**src/verilog/ars_map.svh**
```systemverilog
// Register offsets, field positions and reset values of the result block
`ifndef ARS_MAP_SVH
`define ARS_MAP_SVH

// Byte offsets on the register port
`define ARS_OFF_STATUS   8'h1c
`define ARS_OFF_LAST     8'h20
`define ARS_OFF_IRQ_SET  8'h24
`define ARS_OFF_IRQ_CLR  8'h28
`define ARS_OFF_IRQ_MASK 8'h2c
`define ARS_OFF_CHAN0    8'h30
`define ARS_OFF_CHAN7    8'h4c

// Field positions shared by status, enable, disable and mask
`define ARS_BIT_DONE     0
`define ARS_BIT_OVR      8
`define ARS_BIT_READY    16
`define ARS_BIT_GOVR     17
`define ARS_BIT_RXDONE   18
`define ARS_BIT_RXFULL   19
`define ARS_FLAG_MSB     19

// Reset values
`define ARS_RST_DATA     10'h000
`define ARS_RST_FLAGS8   8'h00
`define ARS_RST_MASK     20'h00000
`define ARS_RST_RXDONE   1'b1
`define ARS_RST_RXFULL   1'b1
`define ARS_RST_WORD     32'h0000_0000

`endif

```
**src/verilog/ars_pkg.sv**
```systemverilog
// Types of the result, status and interrupt block
`default_nettype none
package ars_pkg;
  `include "ars_map.svh"

  typedef logic [9:0]  ars_sample_t;
  typedef logic [15:0] ars_count_t;

  // Whole state of the block, registered as one word
  typedef struct packed {
    ars_sample_t           last_data;
    logic [7:0][9:0]       chan_data;
    logic [7:0]            done;
    logic [7:0]            ovr;
    logic                  ready;
    logic                  govr;
    logic                  rxdone;
    logic                  rxfull;
    logic [`ARS_FLAG_MSB:0] mask;
    logic                  cnt_zero;
    logic [31:0]           rdata;
    logic                  irq;
  } ars_state_t;
endpackage
`default_nettype wire

```
**src/verilog/ars_regs.sv**
```systemverilog
// Result, status and interrupt registers of an eight-channel converter
//
// Operation
// - The data-ready flag sets when a result lands in the last-result register and clears when that register is read.
// - The general overrun flag sets on any general overrun and stays set until the status register is read or a one is written to its status bit.
// - The end-of-receive flag rises when the receive count reaches zero and clears on a write to either receive count.
// - The buffers-full flag is one only while both receive counts are zero.
// - The last-result field takes the value of every conversion and holds it until the next one.
// - Writing a one to the enable register sets that mask bit; a zero leaves it alone.
// - Writing a one to the disable register clears that mask bit; a zero leaves it alone.
// - The mask register reads one for each enabled source and zero for each disabled one.
// - Enable, disable and mask share the status layout: done 7..0, overrun 15..8, then ready, general overrun, end-of-receive and full at 16..19.
// - A channel result register changes only for conversions of an enabled channel.
// - A channel result register captures the ten-bit value when its conversion ends and keeps it.
// - A conversion-done flag reads one only while its channel is enabled and its conversion has finished.
// - A channel overrun flag records an overrun since its last clear and clears on a status read or on a one written to its status bit.
`timescale 1ns/1ps
`default_nettype none
`include "ars_map.svh"
module ars_regs
  import ars_pkg::*;
(
  // Clock and reset
  input  wire  logic        clk,
  input  wire  logic        rst,
  // Register port
  input  wire  logic [7:0]  bus_addr,
  input  wire  logic [31:0] bus_wdata,
  input  wire  logic        bus_wr,
  input  wire  logic        bus_rd,
  output logic       [31:0] bus_rdata,
  // Conversion results from the sequencer
  input  wire  logic        conv_done,
  input  wire  logic [2:0]  conv_channel,
  input  wire  ars_sample_t conv_data,
  input  wire  logic [7:0]  channel_enable,
  // Receive counters of the DMA channel
  input  wire  ars_count_t  dma_receive_count,
  input  wire  ars_count_t  dma_next_receive_count,
  input  wire  logic        dma_receive_count_wr,
  input  wire  logic        dma_next_receive_count_wr,
  // Interrupt
  output logic              irq
);

  ////////////////////////////////////////////////////////////////////////////
  // State and decode

  ars_state_t st;
  ars_state_t next_st;

  logic       rd_status;
  logic       wr_status;
  logic       rd_last;
  logic       in_chan;
  logic       rd_chan;
  logic [2:0] addr_chan;
  logic       conv_on;
  logic       cnt_zero;
  logic       rx_written;
  logic [7:0] clr_done;
  logic [7:0] clr_ovr;

  // Status word as software sees it; done bits masked by channel enable
  function automatic logic [31:0] status_word(input ars_state_t s,
                                              input logic [7:0] en);
    logic [31:0] w;
    w = `ARS_RST_WORD;
    w[`ARS_BIT_DONE +: 8] = s.done & en;
    w[`ARS_BIT_OVR +: 8]  = s.ovr;
    w[`ARS_BIT_READY]     = s.ready;
    w[`ARS_BIT_GOVR]      = s.govr;
    w[`ARS_BIT_RXDONE]    = s.rxdone;
    w[`ARS_BIT_RXFULL]    = s.rxfull;
    return w;
  endfunction

  // Address decode; channel window is eight consecutive words
  assign rd_status = bus_rd && (bus_addr == `ARS_OFF_STATUS);
  assign wr_status = bus_wr && (bus_addr == `ARS_OFF_STATUS);
  assign rd_last   = bus_rd && (bus_addr == `ARS_OFF_LAST);
  assign in_chan   = (bus_addr >= `ARS_OFF_CHAN0) &&
                     (bus_addr <= `ARS_OFF_CHAN7);
  assign rd_chan   = bus_rd && in_chan;
  assign addr_chan = 3'(bus_addr[7:2] - 6'(`ARS_OFF_CHAN0 >> 2));

  // Conversion of an enabled channel, receive counter events
  assign conv_on    = conv_done && channel_enable[conv_channel];
  assign cnt_zero   = (dma_receive_count == 16'h0000);
  assign rx_written = dma_receive_count_wr || dma_next_receive_count_wr;

  // Clears: status read wipes overruns, write-one also accepted
  assign clr_ovr  = rd_status ? 8'hff :
                    (wr_status ? bus_wdata[`ARS_BIT_OVR +: 8] : 8'h00);
  assign clr_done = rd_chan ? (8'h01 << addr_chan) : 8'h00;

  ////////////////////////////////////////////////////////////////////////////
  // Next state

  always_comb begin
    next_st = st;

    // Results: last value always, channel copy only when enabled
    if (conv_done) begin
      next_st.last_data = conv_data;
    end
    if (conv_on) begin
      next_st.chan_data[conv_channel] = conv_data;
    end

    // Clears first, so an event in the same cycle wins
    next_st.done = st.done & ~clr_done & channel_enable;
    next_st.ovr  = st.ovr & ~clr_ovr;
    if (rd_status || (wr_status && bus_wdata[`ARS_BIT_GOVR])) begin
      next_st.govr = 1'b0;
    end
    if (rd_last || (wr_status && bus_wdata[`ARS_BIT_READY])) begin
      next_st.ready = 1'b0;
    end
    if (rx_written || (wr_status && bus_wdata[`ARS_BIT_RXDONE])) begin
      next_st.rxdone = 1'b0;
    end

    // Channel flags; finishing over an unread result is an overrun
    if (conv_on) begin
      next_st.ovr[conv_channel]  = next_st.ovr[conv_channel] |
                                   st.done[conv_channel];
      next_st.done[conv_channel] = 1'b1;
    end
    // General overrun when the last result was never read
    if (conv_done) begin
      next_st.govr  = next_st.govr | st.ready;
      next_st.ready = 1'b1;
    end

    // Receive counter reaching zero is an edge, not a level
    if (cnt_zero && !st.cnt_zero) begin
      next_st.rxdone = 1'b1;
    end
    next_st.cnt_zero = cnt_zero;
    next_st.rxfull   = cnt_zero &&
                       (dma_next_receive_count == 16'h0000);

    // Mask set and clear; strobes never coincide
    if (bus_wr && (bus_addr == `ARS_OFF_IRQ_SET)) begin
      next_st.mask = st.mask | bus_wdata[`ARS_FLAG_MSB:0];
    end
    if (bus_wr && (bus_addr == `ARS_OFF_IRQ_CLR)) begin
      next_st.mask = st.mask & ~bus_wdata[`ARS_FLAG_MSB:0];
    end

    // Read data stands one cycle; unmapped and idle give zero
    next_st.rdata = `ARS_RST_WORD;
    if (bus_rd) begin
      if (bus_addr == `ARS_OFF_STATUS) begin
        next_st.rdata = status_word(st, channel_enable);
      end else if (bus_addr == `ARS_OFF_LAST) begin
        next_st.rdata[9:0] = st.last_data;
      end else if (bus_addr == `ARS_OFF_IRQ_MASK) begin
        next_st.rdata[`ARS_FLAG_MSB:0] = st.mask;
      end else if (in_chan) begin
        next_st.rdata[9:0] = st.chan_data[addr_chan];
      end
    end

    // Level interrupt from the coming state, so it lands with the flags
    next_st.irq = |(status_word(next_st, channel_enable)
                    & {12'h000, next_st.mask});
  end

  ////////////////////////////////////////////////////////////////////////////
  // State register

  always_ff @(posedge clk or posedge rst) begin
    if (rst) begin
      st.last_data <= `ARS_RST_DATA;
      st.chan_data <= '0;
      st.done      <= `ARS_RST_FLAGS8;
      st.ovr       <= `ARS_RST_FLAGS8;
      st.ready     <= 1'b0;
      st.govr      <= 1'b0;
      st.rxdone    <= `ARS_RST_RXDONE;
      st.rxfull    <= `ARS_RST_RXFULL;
      st.mask      <= `ARS_RST_MASK;
      st.cnt_zero  <= 1'b1;
      st.rdata     <= `ARS_RST_WORD;
      st.irq       <= 1'b0;
    end else begin
      st <= next_st;
    end
  end

  // Outputs straight from the state register
  assign bus_rdata = st.rdata;
  assign irq       = st.irq;
endmodule
`default_nettype wire
```
**config.mk**
```make
export PLATFORM = sky130hd
export DESIGN_NAME = ars_regs
export DESIGN_NICKNAME = d
export VERILOG_FILES = /design/src/verilog/ars_pkg.sv /design/src/verilog/ars_regs.sv
export VERILOG_INCLUDE_DIRS = /design/src /design/src/verilog
export SDC_FILE = /design/constraint.sdc
export NUM_CORES = 1
export LEC_CHECK = 0
export BUFFER_PORTS_ARGS = -buffer_cell sky130_fd_sc_hd__buf_2
export CORE_AREA = 4 4 131 133
export CTS_BUF_LIST = sky130_fd_sc_hd__clkbuf_2 sky130_fd_sc_hd__clkbuf_4 sky130_fd_sc_hd__clkbuf_8
export DETAILED_ROUTE_END_ITERATION = 10
export DIE_AREA = 0 0 135 137
export GPL_TIMING_DRIVEN = 0
export PLACE_DENSITY_LB_ADDON = 0.15
export SLEW_MARGIN = 20
export SYNTH_ARGS = -nofsm -noshare
export SYNTH_HDL_FRONTEND = slang
export SYNTH_SLANG_ARGS = --single-unit
```
**constraint.sdc**
```tcl
create_clock -name clk -period 7.47 [get_ports clk]
set_input_delay 0.3735 -clock clk [delete_from_list [all_inputs] [get_ports clk]]
set_output_delay 0.3735 -clock clk [all_outputs]
set_load 0.05 [all_outputs]
```
==> flow_metrics.tcl <==
set metrics [dict create \
    clk_pin_slew_ps 90 \
    clockBufferDepth 2 \
    max_clock_freq_ghz 0.334 \
    wl_um 24300 \
    layout_min_cycle_time_ps 2990 \
    ys_seq_area_share_pct 48.4 \
    synth_top_family_by_area "simple AND/OR/NAND/NOR gates" \
    ys_types 67 \
    synthSimpleGateAreaFrac_pct 16.7 \
    pwr-share-seq_pct 49.8 \
    place_congestion 0.960 \
    irDropWorstVdd_mv 0.167 \
    syn_area_sq_um 7870 \
    cts_tree "done" \
    avgSynthCellArea_sq_um 10.2 \
    drc 0 \
    fp.dieW_um 135 \
    crit_arrival_ps 3310 \
    dr_wl_met2_um 11100 \
    hpwl_um 17800 \
    crit_path_start_kind "input pin" \
    power.leakage_nw 4.30 \
    wl_met3_um 2310 \
    drt_iter0_markers 604 \
    worstSkewPairLatency_ps 470 \
    antenna_found_initial 0 \
    synth.area.mux_share_pct 13.8 \
    num_rows 46 \
    final_common_cell "nand2_1" \
    drtAntennaViolNets 0 \
    viasPerCell 5.89 \
    synth_compound_area_share_pct 13.5 \
    power_mw 2.01 \
    path_max_fanout 10 \
    hold_viol 0 \
    synth_top_cell_by_area "dfrtp_1" \
    worst_r2r_path_depth 7 \
    final_cell_mix "nand2_1, dfrtp_1, buf_2" \
    min_path_cells 4 \
    hold_end "st[55]$_DFF_PP1_" \
    track_usage_pct 26.9 \
    grt_overflow_total 0 \
    stdcell_count 1123 \
    drv_cap 0 \
    htreeDepth 4 \
    setup_viol 0 \
    dr.pass1.iters 6 \
    synthCells 770 \
    drive_above_1_share_pct 27.5 \
    critPathRequiredTime_ps 7790 \
    layout_worst_path_cycle_share_pct 40.0 \
    netlist_top_cells_area "dfrtp_1, nand2_1, mux4_2" \
    synthToLayoutAreaGrowth_pct 15.8 \
    fin_worst_skew_ps 9.69 \
    fillers 1421 \
    grt_max_degree 101 \
    worstMarginPinSlew_ps 1120 \
    synth_top_area_share_pct 47.4 \
    cp-end-kind "flip-flop" \
    wl_per_cell_um 21.6 \
    synth-xor-area-share_pct 0 \
    r2r-end "irq$_DFF_PP0_" \
    synth_fa_ha_area_share_pct 0 \
    wl_met1_um 10000 \
    rsz0062_at_grt "false" \
    io_buffer_count 93 \
    r2r_slack_ps 4820 \
    relSlewSlack_pct 25.1 \
    power_switching_mw 0.560 \
    swShare_pct 27.9 \
    hold_path.class "in -> reg" \
    finalSetupTns_ps 0 \
    final_max_slew_viol_count 0 \
    dr_total_vias 6609 \
    p_comb_share_pct 17.1 \
    clkSinkCount 152 \
    pwr-share-clk_pct 33.1 \
    min_from "dma_receive_count_wr" \
    cts_buffers 17 \
    io_pins 133 \
    synth-main-ff-cell "dfrtp_1" \
    r2r_start "st[72]$_DFF_PP0_" \
    grt_pass1_wl_um 37300 \
    first_global_vias 6664 \
    synth-seq-cells 152 \
    final_nets 995 \
    initial_core_util_pct 49.7 \
    top_layer "met4" \
    ys_warn_count 0 \
    synth_edf_count 0 \
    status "finished, final reports clean" \
    dieArea_sq_um 18500 \
    p_per_area_nw_per_um2 220 \
    num_antenna_cells 0 \
    internal-power_mw 1.45 \
    dp.cells 1091 \
    core-area_sq_um 15800 \
    path_class "in -> reg" \
    die_h_um 137 \
    root_buffer "clkbuf_8" \
    synthArstFlopShare_pct 100 \
]
-- registers in the layout (all words and copies together) (netlist names) --
name	flops
irq	1
bus_rdata	20
st	131
-- metal layers --
layer,track usage [%],vias to the layer above
met4,11.3,0
met3,7.83,58
li1,-,2966
met1,35.5,3232
met2,41.8,353
met5,0,-
-- worst max-delay path by stage --
stage | start | end | slack [ps] | cells past startpoint
3_5_place_dp | bus_rd | irq$_DFF_PP0_ | 4130 | 8
2_1_floorplan | rst | bus_rdata[0]$_DFF_PP0_ | 3010 | 1
6_report | bus_rd | irq$_DFF_PP0_ | 4480 | 8
5_1_grt | bus_addr[4] | irq$_DFF_PP0_ | 4410 | 9
3_3_place_gp | rst | st[118]$_DFFE_PP0P_ | 1490 | 2
4_1_cts | bus_rd | irq$_DFF_PP0_ | 4630 | 8
-- critical path: stages --
cell      delay [ps]
clkbuf_1         350
clkbuf_1         470
or3b_2           580
nor4_1           360
o21ai_0          260
a221o_1          370
a211oi_1         390
nand4_1          160
-- metrics by stage --
stage,hold WS [ps],util (%),setup WS [ps],cell area (sq um)
final,161,57.6,4480,9110
after global routing,163,57.6,4410,9110
after CTS,137,57.6,4630,9110
after detailed placement,421,54.8,4130,8680
after global placement,453,54.6,1490,8650
after floorplan,440,-,3010,7910
-- logic make-up after synthesis --
kind of cell / Yosys count
AOI/OAI and AO/OA: 142
buffers and inverters: 110
DFF: 152
muxes: 76
other: 1
and+or+nand+nor: 289
-- power groups by stage --
stage	clock [mW]	sequential [mW]	combinational, mW
global placement	0	1.00	0.328
finish	0.665	0.999	0.344
global route	0.709	1.01	0.379
floorplan	0	0.990	0.252
detailed placement	0	1.01	0.341
CTS	0.678	0.997	0.342
-- Yosys cell counts, types with 3 or more instances --
| library cell | count |
|---|---|
| and2_1 | 3 |
| o311ai_1 | 4 |
| nand4_1 | 9 |
| mux4_2 | 22 |
| nand3_1 | 14 |
| inv_1 | 15 |
| mux2_2 | 40 |
| mux2i_1 | 14 |
| dfstp_2 | 3 |
| a31oi_1 | 12 |
| o41ai_2 | 4 |
| o41ai_1 | 3 |
| nor2b_1 | 16 |
| o21ai_0 | 31 |
| buf_4 | 42 |
| buf_1 | 12 |
| nor2_1 | 13 |
| nand2_1 | 185 |
| a41oi_1 | 3 |
| a21oi_1 | 18 |
| dfrtp_1 | 149 |
| nor4_1 | 15 |
| nor3_1 | 5 |
| o31ai_1 | 9 |
| clkbuf_1 | 35 |
| a22oi_1 | 14 |
| buf_6 | 3 |
| and3_1 | 14 |
| a221oi_1 | 10 |
| a2bb2oi_1 | 4 |
-- what timing repair did --
action | CTS | global route
hold endpoints to repair | 50 | 0
gates resized for setup | 0 | 0
hold buffers | 1 | 0
buffers inserted | 0 | 0
-- cell type report --
class                           count  area [sq um]  area share, %
Multi-Input combinational cell    519          3510           38.5
Clock inverter                     10           143           1.57
Buffer                             94           536           5.88
Inverter                           16          67.6          0.742
Timing Repair Buffer               95           503           5.52
Clock buffer                       21           277           3.04
Sequential cell                   152          3810           41.8
Tap cell                          216           270           2.97
(Power assumes the default switching activity.)
